<file path="config.mk">
export PLATFORM = sky130hd
export DESIGN_NAME = sdrfr_framer
export DESIGN_NICKNAME = d
export VERILOG_FILES = /design/src/sdrfr_pkg.sv /design/src/sdrfr_framer.sv
export SDC_FILE = /design/constraint.sdc
export NUM_CORES = 2
export LEC_CHECK = 0
export BUFFER_PORTS_ARGS = -buffer_cell sky130_fd_sc_hd__buf_4
export CORE_MARGIN = 5
export CORE_UTILIZATION = 25
export DETAILED_ROUTE_END_ITERATION = 16
export PLACE_DENSITY = 0.44
export SYNTH_ARGS = -nofsm -noshare
export SYNTH_HDL_FRONTEND = slang
export SYNTH_SLANG_ARGS = --single-unit
</file>
<file path="constraint.sdc">
create_clock -name pclk -period 6.8 [get_ports pclk]
set_clock_uncertainty 0.2 [all_clocks]
set_input_delay 1.36 -clock pclk [delete_from_list [all_inputs] [get_ports pclk]]
set_output_delay 1.36 -clock pclk [all_outputs]
set_load 0.1 [all_outputs]
</file>
<file path="src/sdrfr_pkg.sv">
/*
 * Shared constants, types and register map of the radio uplink packet framer.
 * Assumes one pclk domain; all sample sources sit on that same clock.
 */
package sdrfr_pkg;
	localparam logic [7:0] ADDR_CTRL = 8'h00;
	localparam logic [7:0] ADDR_DST_PORT = 8'h04;
	localparam logic [7:0] ADDR_HP_PORT = 8'h08;
	localparam logic [7:0] ADDR_MIC_PORT = 8'h0c;
	localparam logic [7:0] ADDR_WB_PORT = 8'h10;
	localparam logic [7:0] ADDR_DDC_PORT = 8'h14;
	localparam logic [7:0] ADDR_WB_CFG = 8'h18;
	localparam logic [7:0] ADDR_DDC_CFG = 8'h1c;
	localparam logic [7:0] ADDR_STATE = 8'h20;
	localparam logic [7:0] ADDR_TS_LO = 8'h24;
	localparam logic [7:0] ADDR_TS_HI = 8'h28;

	localparam int CTRL_STOP_BIT = 0;
	localparam int CTRL_HP_SEND_BIT = 1;
	localparam int CTRL_MIC_EN_BIT = 2;
	localparam int CTRL_DDC_EN_BIT = 3;
	localparam int CTRL_WB_EN_LSB = 8;

	localparam logic [15:0] HP_PORT_DEF = 16'h0401;
	localparam logic [15:0] MIC_PORT_DEF = 16'h0402;
	localparam logic [15:0] WB_PORT_DEF = 16'h0403;
	localparam logic [15:0] DDC_PORT_DEF = 16'h040b;

	localparam logic [15:0] MIC_SAMPLES = 16'h0040;
	localparam logic [15:0] WB_SPP_RST = 16'h0200;
	localparam logic [15:0] WB_PPB_RST = 16'h0001;
	localparam logic [5:0] DDC_BPS_RST = 6'h18;
	localparam logic [15:0] DDC_SPF_RST = 16'h00ee;
	localparam logic [2:0] DDC_NB_FALLBACK = 3'h3;

	localparam logic [5:0] HP_BYTES = 6'h3c;
	localparam logic [5:0] SEQ_BYTES = 6'h04;
	localparam logic [5:0] DDC_HDR_BYTES = 6'h10;
	localparam logic [5:0] SAMP16_BYTES = 6'h02;
	localparam int SH_W = 480;

	localparam int SEQ_HP = 0;
	localparam int SEQ_MIC = 1;
	localparam int SEQ_DDC = 2;
	localparam int SEQ_WB0 = 3;

	typedef enum logic [1:0] {
		SDRFR_IDLE = 2'b00,
		SDRFR_SEND = 2'b01,
		SDRFR_FETCH = 2'b11
	} sdrfr_state_e;

	typedef enum logic [1:0] {
		SDRFR_KIND_HP = 2'b00,
		SDRFR_KIND_MIC = 2'b01,
		SDRFR_KIND_WB = 2'b10,
		SDRFR_KIND_DDC = 2'b11
	} sdrfr_kind_e;

	typedef struct packed {
		logic [7:0] data;
		logic first;
		logic last;
		sdrfr_kind_e kind;
		logic [15:0] src_port;
		logic [15:0] dst_port;
	} sdrfr_byte_s;

	typedef struct packed {
		logic [7:0] misc;
		logic [7:0] overload;
		logic [15:0] exc_fwd;
		logic [15:0] pa_fwd;
		logic [15:0] pa_rev;
		logic [15:0] supply;
		logic [15:0] user_adc3;
		logic [15:0] user_adc2;
		logic [15:0] user_adc1;
		logic [15:0] user_adc0;
	} sdrfr_status_s;
endpackage : sdrfr_pkg

</file>
<file path="src/sdrfr_framer.sv">
/*
 * Uplink packet framer: builds status, microphone, wideband and DDC payloads
 * as a byte stream with APB control registers.
 * Assumes sample sources, status readings and adc_tick share pclk; user pins
 * and the pulse-per-second reference are asynchronous.
 */
// Design decisions made here: the register addresses and the APB slave port.
// How it works
// - Status byte 5 bit n copies overload flag of converter n.
// - Exciter forward power goes in status bytes 6-7, high byte first.
// - Amplifier forward power goes in status bytes 14-15, high byte first.
// - Amplifier reverse power goes in status bytes 22-23, high byte first.
// - Supply voltage word goes in status bytes 49-50.
// - Four user analogue words fill status bytes 51 to 58.
// - Last status byte: user pins four, five, six, eight, two; top bits zero.
// - Microphone packet carries 64 samples after the sequence number.
// - Microphone samples are 2-byte signed, oldest first.
// - Microphone source port is the configured one, 1026 when zero.
// - Every stream packet goes to the host's discovery source port.
// - Each port has its own 32-bit sequence counter that wraps.
// - Sequence counters clear at reset and on a stop command.
// - Wideband packets go out only while that converter is enabled.
// - Wideband port is configured or 1027, plus one per further source.
// - Wideband packets hold 2-byte raw samples, 512 per packet by default.
// - Wideband sequence restarts at zero after each configured block.
// - 64-bit time stamp counts samples, clears on reference rising edge.
// - DDC header states the sample width in two bytes.
// - DDC header states the count of following sample sets.
// - DDC sample width may be 8, 16, 24 or 32 bits.
// - Each DDC pair is in-phase then quadrature, pairs in time order.
// - Status source port is the configured one, 1025 when zero.
module sdrfr_framer #(
	parameter int NWB = 2
) (
	input wire logic pclk,
	input wire logic presetn,
	input wire logic ce,
	input wire logic psel,
	input wire logic penable,
	input wire logic pwrite,
	input wire logic [7:0] paddr,
	input wire logic [31:0] pwdata,
	output logic [31:0] prdata,
	output logic pready,
	output logic pslverr,
	input wire logic hp_send,
	input wire sdrfr_pkg::sdrfr_status_s status,
	input wire logic user_input_pin_four,
	input wire logic user_input_pin_five,
	input wire logic user_input_pin_six,
	input wire logic user_input_pin_eight,
	input wire logic user_input_pin_two,
	input wire logic pulse_per_second_reference,
	input wire logic adc_tick,
	input wire logic mic_valid,
	input wire logic [15:0] mic_sample,
	output logic mic_ready,
	input wire logic [NWB-1:0] wb_valid,
	input wire logic [NWB*16-1:0] wb_sample,
	output logic [NWB-1:0] wb_ready,
	input wire logic ddc_valid,
	input wire logic [31:0] ddc_i,
	input wire logic [31:0] ddc_q,
	output logic ddc_ready,
	output sdrfr_pkg::sdrfr_byte_s tx,
	output logic tx_valid,
	input wire logic tx_ready
);
	import sdrfr_pkg::*;

	localparam int NPORT = SEQ_WB0 + NWB;
	localparam int NSRC = 2 + NWB;

	sdrfr_state_e state_reg;
	sdrfr_kind_e kind_reg;
	logic [SH_W-1:0] sh_reg;
	logic [5:0] cnt_reg;
	logic [15:0] elems_reg;
	logic [5:0] eb_reg;
	logic first_reg;
	logic [NSRC-1:0] src_mask_reg;
	logic [NSRC-1:0] rdy_reg;
	logic [$clog2(NWB+1)-1:0] wb_sel_reg;
	logic [15:0] port_reg;
	logic [31:0] seq_reg [NPORT];
	logic hp_pend_reg;
	logic [63:0] ts_reg;
	logic pps_s1_reg, pps_s2_reg, pps_s3_reg;
	logic [4:0] din_s1_reg, din_s2_reg;
	logic [31:0] ctrl_reg;
	logic [15:0] dst_reg, hp_port_reg, mic_port_reg, wb_port_reg, ddc_port_reg;
	logic [15:0] wb_spp_reg, wb_ppb_reg, ddc_spf_reg;
	logic [5:0] ddc_bps_reg;
	logic [31:0] prdata_reg;
	logic pready_reg, pslverr_reg;
	sdrfr_byte_s tx_reg;
	logic tx_valid_reg;
	logic [11:0] pkt_len_reg;

	// APB decode; one wait state so read data comes from a flop
	wire apb_acc = psel && penable && !pready_reg;
	wire wr_fire = psel && penable && pready_reg && pwrite;
	wire hit_ctrl = paddr == ADDR_CTRL;
	wire hit_dst = paddr == ADDR_DST_PORT;
	wire hit_hp = paddr == ADDR_HP_PORT;
	wire hit_mic = paddr == ADDR_MIC_PORT;
	wire hit_wb = paddr == ADDR_WB_PORT;
	wire hit_ddc = paddr == ADDR_DDC_PORT;
	wire hit_wbc = paddr == ADDR_WB_CFG;
	wire hit_ddcc = paddr == ADDR_DDC_CFG;
	wire hit_st = paddr == ADDR_STATE;
	wire hit_tsl = paddr == ADDR_TS_LO;
	wire hit_tsh = paddr == ADDR_TS_HI;
	wire hit_any = hit_ctrl | hit_dst | hit_hp | hit_mic | hit_wb | hit_ddc | hit_wbc |
		hit_ddcc | hit_st | hit_tsl | hit_tsh;
	wire stop_cmd = wr_fire && hit_ctrl && pwdata[CTRL_STOP_BIT];
	wire hp_sw_req = wr_fire && hit_ctrl && pwdata[CTRL_HP_SEND_BIT];
	wire mic_en = ctrl_reg[CTRL_MIC_EN_BIT];
	wire ddc_en = ctrl_reg[CTRL_DDC_EN_BIT];
	wire [NWB-1:0] wb_en = ctrl_reg[CTRL_WB_EN_LSB +: NWB];
	wire [31:0] rd_mux =
		hit_ctrl ? {ctrl_reg[31:2], 2'b00} :
		hit_dst ? {16'h0000, dst_reg} :
		hit_hp ? {16'h0000, hp_port_reg} :
		hit_mic ? {16'h0000, mic_port_reg} :
		hit_wb ? {16'h0000, wb_port_reg} :
		hit_ddc ? {16'h0000, ddc_port_reg} :
		hit_wbc ? {wb_ppb_reg, wb_spp_reg} :
		hit_ddcc ? {ddc_spf_reg, 10'h000, ddc_bps_reg} :
		hit_st ? {27'h0000000, hp_pend_reg, kind_reg, state_reg} :
		hit_tsl ? ts_reg[31:0] :
		hit_tsh ? ts_reg[63:32] : 32'h00000000;

	// Effective ports: zero selects the default
	wire [15:0] hp_src = (hp_port_reg == 16'h0000) ? HP_PORT_DEF : hp_port_reg;
	wire [15:0] mic_src = (mic_port_reg == 16'h0000) ? MIC_PORT_DEF : mic_port_reg;
	wire [15:0] wb_base = (wb_port_reg == 16'h0000) ? WB_PORT_DEF : wb_port_reg;
	wire [15:0] ddc_src = (ddc_port_reg == 16'h0000) ? DDC_PORT_DEF : ddc_port_reg;

	// Odd widths fall back to 24 bits rather than misframe the pair
	wire [2:0] nb_raw = ddc_bps_reg[5:3];
	wire nb_ok = (ddc_bps_reg[2:0] == 3'h0) && (nb_raw != 3'h0) && (nb_raw <= 3'h4);
	wire [2:0] ddc_nb = nb_ok ? nb_raw : DDC_NB_FALLBACK;
	wire [31:0] i_al = ddc_i << {3'h4 - ddc_nb, 3'b000};
	wire [31:0] q_al = ddc_q << {3'h4 - ddc_nb, 3'b000};
	wire [63:0] ddc_pair = {i_al, 32'h00000000} | ({q_al, 32'h00000000} >> {ddc_nb, 3'b000});

	// Status tail, bytes 4 to 59
	wire [7:0] user_bits = {3'b000, din_s2_reg};
	wire [447:0] hp_tail = {status.misc, status.overload,
		status.exc_fwd, 48'h0,
		status.pa_fwd, 48'h0,
		status.pa_rev, 200'h0,
		status.supply,
		status.user_adc3, status.user_adc2, status.user_adc1, status.user_adc0,
		user_bits};

	// Start arbitration: status, then DDC, microphone, wideband
	logic [NWB-1:0] wb_req;
	logic [$clog2(NWB+1)-1:0] wb_pick;
	wire wb_any = |wb_req;
	always_comb begin
		wb_pick = '0;
		for (int k = NWB - 1; k >= 0; k--) begin
			if (wb_req[k]) begin
				wb_pick = k[$clog2(NWB+1)-1:0];
			end
		end
	end
	assign wb_req = wb_en & wb_valid;
	wire idle = state_reg == SDRFR_IDLE;
	wire go_hp = idle && hp_pend_reg;
	wire go_ddc = idle && !hp_pend_reg && ddc_en && ddc_valid;
	wire go_mic = idle && !hp_pend_reg && !(ddc_en && ddc_valid) && mic_en && mic_valid;
	wire go_wb = idle && !hp_pend_reg && !(ddc_en && ddc_valid) && !(mic_en && mic_valid) && wb_any;
	wire start = go_hp | go_ddc | go_mic | go_wb;
	wire [31:0] wb_seq_now = seq_reg[SEQ_WB0 + int'(wb_pick)];

	wire out_free = !tx_valid_reg || tx_ready;
	wire emit = (state_reg == SDRFR_SEND) && out_free;
	wire cur_valid = |(src_mask_reg & {wb_valid, ddc_valid, mic_valid});
	wire take = (state_reg == SDRFR_FETCH) && |(rdy_reg & src_mask_reg) && cur_valid;
	wire [15:0] wb_cur = wb_sample[int'(wb_sel_reg)*16 +: 16];
	wire [63:0] samp_in = (kind_reg == SDRFR_KIND_DDC) ? ddc_pair :
		(kind_reg == SDRFR_KIND_WB) ? {wb_cur, 48'h0} : {mic_sample, 48'h0};
	wire last_byte = (cnt_reg == 6'h01) && (elems_reg == 16'h0000);

	// Registers written over APB
	always_ff @(posedge pclk or negedge presetn) begin
		if (!presetn) begin
			ctrl_reg <= 32'h00000000;
			dst_reg <= 16'h0000;
			hp_port_reg <= 16'h0000;
			mic_port_reg <= 16'h0000;
			wb_port_reg <= 16'h0000;
			ddc_port_reg <= 16'h0000;
			wb_spp_reg <= WB_SPP_RST;
			wb_ppb_reg <= WB_PPB_RST;
			ddc_bps_reg <= DDC_BPS_RST;
			ddc_spf_reg <= DDC_SPF_RST;
		end else if (ce && wr_fire) begin
			if (hit_ctrl) ctrl_reg <= pwdata;
			if (hit_dst) dst_reg <= pwdata[15:0];
			if (hit_hp) hp_port_reg <= pwdata[15:0];
			if (hit_mic) mic_port_reg <= pwdata[15:0];
			if (hit_wb) wb_port_reg <= pwdata[15:0];
			if (hit_ddc) ddc_port_reg <= pwdata[15:0];
			if (hit_wbc) begin
				wb_spp_reg <= pwdata[15:0];
				wb_ppb_reg <= pwdata[31:16];
			end
			if (hit_ddcc) begin
				ddc_bps_reg <= pwdata[5:0];
				ddc_spf_reg <= pwdata[31:16];
			end
		end
	end

	always_ff @(posedge pclk or negedge presetn) begin
		if (!presetn) begin
			pready_reg <= 1'b0;
			pslverr_reg <= 1'b0;
			prdata_reg <= 32'h00000000;
		end else if (ce) begin
			pready_reg <= apb_acc;
			pslverr_reg <= apb_acc && !hit_any;
			prdata_reg <= (apb_acc && !pwrite) ? rd_mux : 32'h00000000;
		end
	end

	// Asynchronous pins: two flops before use
	always_ff @(posedge pclk or negedge presetn) begin
		if (!presetn) begin
			pps_s1_reg <= 1'b0;
			pps_s2_reg <= 1'b0;
			pps_s3_reg <= 1'b0;
			din_s1_reg <= 5'h00;
			din_s2_reg <= 5'h00;
		end else if (ce) begin
			pps_s1_reg <= pulse_per_second_reference;
			pps_s2_reg <= pps_s1_reg;
			pps_s3_reg <= pps_s2_reg;
			din_s1_reg <= {user_input_pin_two, user_input_pin_eight, user_input_pin_six,
				user_input_pin_five, user_input_pin_four};
			din_s2_reg <= din_s1_reg;
		end
	end

	wire pps_rise = pps_s2_reg && !pps_s3_reg;
	always_ff @(posedge pclk or negedge presetn) begin
		if (!presetn) begin
			ts_reg <= 64'h0;
		end else if (ce) begin
			if (pps_rise) ts_reg <= 64'h0;
			else if (adc_tick) ts_reg <= ts_reg + 64'h1;
		end
	end

	// Set wins over the clear taken at packet start
	always_ff @(posedge pclk or negedge presetn) begin
		if (!presetn) hp_pend_reg <= 1'b0;
		else if (ce) hp_pend_reg <= hp_send || hp_sw_req || (hp_pend_reg && !go_hp);
	end

	// One counter per port; wideband ones restart per block and when disabled
	genvar g;
	generate
		for (g = 0; g < NPORT; g++) begin : g_seq
			wire hit = (g == SEQ_HP) ? go_hp : (g == SEQ_MIC) ? go_mic :
				(g == SEQ_DDC) ? go_ddc : (go_wb && int'(wb_pick) == g - SEQ_WB0);
			wire [31:0] nxt = seq_reg[g] + 32'h1;
			wire blk_end = (g >= SEQ_WB0) && (wb_ppb_reg != 16'h0000) &&
				(nxt >= {16'h0000, wb_ppb_reg});
			wire dis = (g >= SEQ_WB0) && !wb_en[(g >= SEQ_WB0) ? g - SEQ_WB0 : 0];
			always_ff @(posedge pclk or negedge presetn) begin
				if (!presetn) seq_reg[g] <= 32'h0;
				else if (ce) begin
					if (stop_cmd || dis) seq_reg[g] <= 32'h0;
					else if (hit) seq_reg[g] <= blk_end ? 32'h0 : nxt;
				end
			end
		end
	endgenerate

	// Packet sequencer
	always_ff @(posedge pclk or negedge presetn) begin
		if (!presetn) begin
			state_reg <= SDRFR_IDLE;
			kind_reg <= SDRFR_KIND_HP;
			sh_reg <= '0;
			cnt_reg <= 6'h00;
			elems_reg <= 16'h0000;
			eb_reg <= 6'h00;
			first_reg <= 1'b0;
			src_mask_reg <= '0;
			rdy_reg <= '0;
			wb_sel_reg <= '0;
			port_reg <= 16'h0000;
		end else if (ce) begin
			case (state_reg)
				SDRFR_IDLE: begin
					first_reg <= 1'b1;
					if (go_hp) begin
						kind_reg <= SDRFR_KIND_HP;
						sh_reg <= {seq_reg[SEQ_HP], hp_tail};
						cnt_reg <= HP_BYTES;
						elems_reg <= 16'h0000;
						src_mask_reg <= '0;
						port_reg <= hp_src;
					end else if (go_ddc) begin
						kind_reg <= SDRFR_KIND_DDC;
						sh_reg <= {seq_reg[SEQ_DDC], ts_reg, 10'h000, ddc_nb, 3'b000,
							ddc_spf_reg, 352'h0};
						cnt_reg <= DDC_HDR_BYTES;
						elems_reg <= ddc_spf_reg;
						eb_reg <= {2'b00, ddc_nb, 1'b0};
						src_mask_reg <= NSRC'(2);
						port_reg <= ddc_src;
					end else if (go_mic) begin
						kind_reg <= SDRFR_KIND_MIC;
						sh_reg <= {seq_reg[SEQ_MIC], 448'h0};
						cnt_reg <= SEQ_BYTES;
						elems_reg <= MIC_SAMPLES;
						eb_reg <= SAMP16_BYTES;
						src_mask_reg <= NSRC'(1);
						port_reg <= mic_src;
					end else if (go_wb) begin
						kind_reg <= SDRFR_KIND_WB;
						sh_reg <= {wb_seq_now, 448'h0};
						cnt_reg <= SEQ_BYTES;
						elems_reg <= wb_spp_reg;
						eb_reg <= SAMP16_BYTES;
						src_mask_reg <= NSRC'(4) << wb_pick;
						wb_sel_reg <= wb_pick;
						port_reg <= wb_base + 16'(wb_pick);
					end
					if (start) state_reg <= SDRFR_SEND;
				end
				SDRFR_SEND: begin
					if (emit) begin
						first_reg <= 1'b0;
						sh_reg <= sh_reg << 8;
						cnt_reg <= cnt_reg - 6'h01;
						if (cnt_reg == 6'h01) begin
							state_reg <= (elems_reg == 16'h0000) ? SDRFR_IDLE : SDRFR_FETCH;
							rdy_reg <= (elems_reg == 16'h0000) ? '0 : src_mask_reg;
						end
					end
				end
				SDRFR_FETCH: begin
					if (take) begin
						sh_reg <= {samp_in, 416'h0};
						cnt_reg <= eb_reg;
						elems_reg <= elems_reg - 16'h0001;
						rdy_reg <= '0;
						state_reg <= SDRFR_SEND;
					end
				end
				default: state_reg <= SDRFR_IDLE;
			endcase
		end
	end

	// Output byte register; held until the sink takes it
	always_ff @(posedge pclk or negedge presetn) begin
		if (!presetn) begin
			tx_reg <= '0;
			tx_valid_reg <= 1'b0;
			pkt_len_reg <= 12'h000;
		end else if (ce) begin
			if (emit) begin
				tx_valid_reg <= 1'b1;
				tx_reg.data <= sh_reg[SH_W-1 -: 8];
				tx_reg.first <= first_reg;
				tx_reg.last <= last_byte;
				tx_reg.kind <= kind_reg;
				tx_reg.src_port <= port_reg;
				tx_reg.dst_port <= dst_reg;
				pkt_len_reg <= first_reg ? 12'h001 : pkt_len_reg + 12'h001;
			end else if (tx_ready) begin
				tx_valid_reg <= 1'b0;
			end
		end
	end

	assign prdata = prdata_reg;
	assign pready = pready_reg;
	assign pslverr = pslverr_reg;
	assign tx = tx_reg;
	assign tx_valid = tx_valid_reg;
	assign mic_ready = rdy_reg[0];
	assign ddc_ready = rdy_reg[1];
	assign wb_ready = rdy_reg[NSRC-1:2];
endmodule : sdrfr_framer

</file>
# Word-level counts from Yosys, hierarchy flattened
# Index checks and enable logic that the tools add are counted.
# word_totals
register_bits,1022
input_bits,315
wordCells,293
out_inout_bits,83
# classes
reduce_logical,100
n_eq_ne,21
n_addsub,11
shifts,5
n_lt_le_gt_ge,4
bitwise_logic,21
n_mux,88
# op_table
cell,n
2-to-1 mux 480 bit,6
one-hot mux 480 bit (3 select lines),1
2-to-1 mux 32 bit,26
2-to-1 mux 64 bit,4
2-to-1 mux 16 bit,13
"adder 32 x 1 -> 32 bit, second input constant",5
binary-select mux 32 bit (select 3 bit),1
logical NOT 16 bit,5
"adder 64 x 1 -> 64 bit, second input constant",1
greater-or-equal comparator 32 x 16 -> 1 bit,2
OR 64 bit,1
left shift 32 x 6 -> 32 bit,2
>> shifter 64 x 6 -> 64 bit,1
2-to-1 mux 6 bit,9
logical AND 1 bit,33
"== test 8 x 5 -> 1 bit, second input constant",4
"greater-or-equal comparator 32 x 4 -> 1 bit, second input constant",1
2-to-1 mux 4 bit,8
inverter 3 -> 32 bit,1
one-hot mux 16 bit (2 select lines),1
AND reduction 2 bit,16
variable part select 32 x 7 -> 16 bit,1
"== test 8 x 6 -> 1 bit, second input constant",3
nonzero test 2 bit,10
other kinds (41),95

# Depth between registers and ports, before layout
# depth
word_depth,13
mapped_depth,17
mapped_depth_nobuf,15

# Worst setup path before layout
# No wires, ideal clock.
# synth_timing
path_kind,register to register
from,reg ddc_bps_reg[3]
to,reg sh_reg[477]
n_path_buf,5
path_slack_ns,2.400
stages_incl_launch_ff,14
arrival_time_ns,4.066
setup_time_ns,0.134
period_less_slack_ns,4.400
t_required_ns,6.466
path_cell_list,dfstp_2 > or4_1 > nor2_1 > clkbuf_1 > buf_2 > buf_2 > ha_1 > clkbuf_1 > buf_1 > mux4_2 > a21oi_1 > nor2_1 > a221oi_1 > o21ai_0
# synth_between
elab_chain_cells,11
elab_cells_between_ends,13
cone_classes,1 x add/sub; 1 x order compare; 3 x shift; 4 x mux; 1 x bitwise; 3 x reduce/logical
# synth_lines
item,line_no,text
from (decl),sdrfr_framer.sv:93,logic [5:0] ddc_bps_reg;
from (signal assigned),sdrfr_framer.sv:213,ddc_bps_reg <= pwdata[5:0];
branches (longest 3 deep; another with less-or-equal comparator 3 bit),--,
2-to-1 mux 3 bit (*),sdrfr_framer.sv:143,wire [2:0] ddc_nb = nb_ok ? nb_raw : DDC_NB_FALLBACK;
subtractor 3 bit,"sdrfr_framer.sv:144, sdrfr_framer.sv:145",
left shift 32 x 6 -> 32 bit,sdrfr_framer.sv:145,"wire [31:0] q_al = ddc_q << {3'h4 - ddc_nb, 3'b000};"
>> shifter 64 x 6 -> 64 bit,sdrfr_framer.sv:146,"wire [63:0] ddc_pair = {i_al, 32'h00000000} | ({q_al, 32'h00000000} >> {ddc_nb, 3'b000});"
OR 64 bit (*),sdrfr_framer.sv:146,
2-to-1 mux 64 bit (*),sdrfr_framer.sv:184,wire [63:0] samp_in = (kind_reg == SDRFR_KIND_DDC) ? ddc_pair :
2-to-1 mux 480 bit (*),sdrfr_framer.sv:351,if (take) begin
one-hot mux 480 bit (3 select lines) (*),sdrfr_framer.sv:300,case (state_reg)
to (signal assigned),sdrfr_framer.sv:305,"sh_reg <= {seq_reg[SEQ_HP], hp_tail};"
to (signal assigned),sdrfr_framer.sv:312,"sh_reg <= {seq_reg[SEQ_DDC], ts_reg, 10'h000, ddc_nb, 3'b000,"
to (signal assigned),sdrfr_framer.sv:352,"sh_reg <= {samp_in, 416'h0};"
to (decl),sdrfr_framer.sv:76,logic [SH_W-1:0] sh_reg;
# Every way passes the cells marked *. The select of a mux whose other input is x is not followed.
# A chain may end at the register's enable or synchronous reset.

# Worst setup path in the final report
# layout_timing
from,reg seq_reg[32] (netlist bit)
to,reg seq_reg[51] (netlist bit)
# layout_between
elab_chain_cells,6
# layout_lines
item,line_no,text
from (decl),sdrfr_framer.sv:85,logic [31:0] seq_reg [NPORT];
"from (signal, indexed assignment)",sdrfr_framer.sv:279,else if (hit) seq_reg[g] <= blk_end ? 32'h0 : nxt;
adder 32 x 1 -> 32 bit (*),sdrfr_framer.sv:271,wire [31:0] nxt = seq_reg[g] + 32'h1;
greater-or-equal comparator 32 x 16 -> 1 bit,sdrfr_framer.sv:273,"(nxt >= {16'h0000, wb_ppb_reg});"
logical AND 1 bit,sdrfr_framer.sv:272,wire blk_end = (g >= SEQ_WB0) && (wb_ppb_reg != 16'h0000) &&
2-to-1 mux 32 bit (*) (2 in a row),sdrfr_framer.sv:279,
2-to-1 mux 32 bit (*),sdrfr_framer.sv:278,if (stop_cmd || dis) seq_reg[g] <= 32'h0;
# Every way passes the cells marked *; elsewhere a longest branch is shown, timed or not. The select of a mux whose other input is x is not followed.

==> flow_summary_export.csv <==
group,metric,value,unit
worst_setup_path,crit_start,"seq_reg[32]$_DFFE_PN0P_",
worst_setup_path,rr_endpoint,"seq_reg[51]$_DFFE_PN0P_",
detailed_routing,drt-initial-drc-count,4397,
grt,grt_pass1_vias,42585,
clocking,clock_path_buffers,3,
synthesis,ys_ff_latch,1013,
die,die_h,459,um
synthesis,synth_nets,5744,
clocking,cts_num_sinks,1013,
worst_setup_path,cp_num_cells,16,
detailed_routing,highest_layer,"met5",
grt,grt.overflow.total,0,
detailed_routing,drcViolationCount,0,
power,total_power,19500,uW
die,core,200000,um^2
die,start_util,0.252,
synthesis,seq_area_frac_synth,0.503,
grt,grt_pass1_wl,299,mm
final_layout,area_delta_synth_final,20.1,%
min_path,min_path_cells,2,
worst_setup_path,reg2reg_from,"seq_reg[32]$_DFFE_PN0P_",
synthesis,ys_dominant_reg_cell,"dfrtp_1",
worst_setup_path,slowest_delay,720,ps
detailed_routing,routedLengthMet1,85.3,mm
worst_setup_path,critPathCapture,"seq_reg[51]$_DFFE_PN0P_",
final_layout,drive_gt1_frac,0.170,
worst_setup_path,r2r_slack,1860,ps
power,power.density,322,nW/um^2
worst_setup_path,worstPathRequired,7270,ps
clocking,insertion_delay,800,ps
worst_setup_path,cpMaxStageDelayCell,"a2111oi_0",
die,pin_count,398,
clocking,cts_tree,"done",
detailed_routing,vias,43060,
power,vdd_ir_drop_max,0.336,mV
timing,relSlewSlack,0.241,
detailed_routing,vias_per_cell,5.15,
timing,hold_viol,0,
timing,clock.fmax,203,MHz
power,p_leak,0.0273,uW
detailed_routing,postRouteAntennaNets,0,
clocking,postCtsSetupBuffers,0,
outcome,status,"finished clean",
worst_setup_path,path_cells,"ha_1, nand3_1, nor2_1, nand4_1, nor2_1, xor2_1, ha_1, a21oi_1, nor2b_1, a2111oi_0, nand2_1, a211oi_1, a41oi_1, buf_4, nand2b_1, o31ai_1",
die,die_x,459,um
timing,finalSetupViolations,0,
placed_design,hpwl,146,mm
worst_setup_path,rr_worst_depth,16,
min_path,min-delay-start,"sh_reg[318]$_DFFE_PN0P_",
timing,fin_setup_tns,0,ps
detailed_routing,routed_wire_length_per_instance,24.3,um
worst_setup_path,crit_arrival,5400,ps
synthesis,netlist_area,50400,um^2
clocking,cts_hold_buf,0,
die,dieArea,211000,um^2
placed_design,globalplace.congestion,0.910,
timing,finalCriticalPeriod,4940,ps
grt,grt_usage,0.188,
synthesis,synth.avg_cell_area,9.37,um^2
worst_setup_path,crit_buf_inv,1,
clocking,path_clk_slew,60,ps
grt,antenna_found_initial,16,
timing,grt_setup_unrepaired,"no",
detailed_routing,route.met3.wl,12.0,mm
synthesis,async_reset_ff_frac,1.00,
detailed_routing,routed-wl-met2,94.1,mm
clocking,cts_buffers,131,
min_path,hp-class,"reg2reg",
die,rows,164,
synthesis,syn_inst,5381,
final_layout,largest_reg_flops,477,
synthesis,ys_warn_count,0,
final_layout,fillers,21170,
worst_setup_path,cp_top_family,"simple AND/OR/NAND/NOR gates",
placed_design,io_buffers,397,
worst_setup_path,cp-end-kind,"flip-flop",
worst_setup_path,startpoint_type,"flip-flop",
timing,maxSlewViolCount,0,
worst_setup_path,critPathMaxFanout,22,
detailed_routing,dr.pass1.iters,10,
final_layout,final_nets,5965,
clocking,cts-root-buf,"clkbuf_16",
detailed_routing,wl,204,mm
timing,post-route-period-util,0.726,
synthesis,synth_edf_count,0,
grt,grt_max_degree,208,
worst_setup_path,critPathKind,"reg2reg",
clocking,htree_levels,4,
run,drv_cap,0,
timing,tightestPinTransition,1130,ps
synthesis,synth_cell_types,72,
clocking,cts_resized,0,
kinds of logic (layout without fill, tap and decap cells):
family | count (synthesis) | after routing | synth area share
AND/OR/NAND/NOR | 2312 | 2312 | 0.203
adder cells (fa/ha/maj) | 48 | 48 | 0.0119
multiplexers | 288 | 288 | 0.0664
flip-flops | 1013 | 1013 | 0.503
other | 0 | 8 | 0
XOR/XNOR | 197 | 197 | 0.0342
buffers and inverters | 476 | 795 | 0.0357
AO/OA/AOI/OAI | 1047 | 1047 | 0.146
layout by cell type (no fill, tap or decap), types with 31 or more instances in the layout:
| cell | n |
|---|---|
| xor2_1 | 120 |
| or3_1 | 57 |
| clkbuf_8 | 34 |
| buf_4 | 473 |
| nand3_1 | 401 |
| dfrtp_1 | 1003 |
| nand2_1 | 937 |
| inv_1 | 72 |
| a21oi_1 | 175 |
| o21ai_0 | 233 |
| mux2_2 | 212 |
| o22ai_1 | 31 |
| clkbuf_1 | 34 |
| ha_1 | 46 |
| nor4_1 | 45 |
| a22oi_1 | 42 |
| and3_1 | 52 |
| nor3_1 | 64 |
| mux2i_1 | 60 |
| a31oi_1 | 46 |
| clkbuf_16 | 137 |
| a221oi_1 | 188 |
| nand4_1 | 66 |
| xnor2_1 | 77 |
| nor2_1 | 574 |
| a222oi_1 | 79 |
where the power goes:
part	leakage (uW)	switching, uW	internal [uW]
clock network	0.00213	2840	4180
logic	0.0117	3420	1460
registers	0.0135	627	6980
final cells by class:
cell class	instances	area (um^2)	area share
sequential	1013	25400	0.419
multi-input combinational	3892	23400	0.386
clock buffer	205	4020	0.0665
timing repair buffer	489	3870	0.0639
tap	2656	3320	0.0549
clock inverter	26	298	0.00492
inverter	75	282	0.00465
antenna	8	20.0	0.000331
synth_stat cells (23+ instances only):
cell	number	area, um^2
nor3_1	70	350
nand4_1	66	413
dfrtp_1	1003	25100
xnor2_1	77	674
and3_1	53	332
ha_1	48	601
o21ai_0	233	1170
inv_1	72	270
a221o_1	23	230
a222oi_1	79	791
nor2_1	581	2180
nand3_1	401	2010
mux2_2	212	2390
clkbuf_1	362	1360
nor4_1	46	288
xor2_1	120	1050
nand2_1	938	3520
mux2i_1	60	601
a22oi_1	42	315
a31oi_1	46	288
o21ai_1	24	120
buf_1	29	109
o22ai_1	31	194
a21oi_1	175	876
a221oi_1	188	1650
or3_1	58	363
per-stage QoR:
stage	hold slack, ps	setup slack, ps	util	cell area, um^2	cells
2_1_floorplan	238	2400	-	50400	5381
3_3_place_gp	249	1690	0.281	56200	8125
3_5_place_dp	255	1690	0.281	56200	8125
4_1_cts	268	1990	0.302	60500	8356
5_1_grt	283	1430	0.302	60500	8359
6_report	263	1860	0.302	60500	8364
worst register-to-register path: stages (launching register included):
cell,delay [ps]
dfrtp_1,460
ha_1,270
nand3_1,270
nor2_1,460
nand4_1,290
nor2_1,230
xor2_1,90
ha_1,180
a21oi_1,150
nor2b_1,60
a2111oi_0,720
nand2_1,110
a211oi_1,240
a41oi_1,130
buf_4,240
nand2b_1,400
o31ai_1,320
how the worst min path moves through the flow:
stage | endpoint | slack, ps
after detailed placement | sh_reg[349]$_DFFE_PN0P_ | 260
after floorplan | sh_reg[344]$_DFFE_PN0P_ | 240
final | sh_reg[318]$_DFFE_PN0P_ | 260
after global placement | sh_reg[346]$_DFFE_PN0P_ | 250
after CTS | sh_reg[140]$_DFFE_PN0P_ | 270
after global routing | sh_reg[375]$_DFFE_PN0P_ | 280
per-layer routing:
metal,track usage,up-vias
li1,-,19773
met1,0.242,21504
met2,0.299,1423
met3,0.0351,350
met4,0.100,10
met5,0,-
Note: power is estimated with default switching activity, not from simulation.
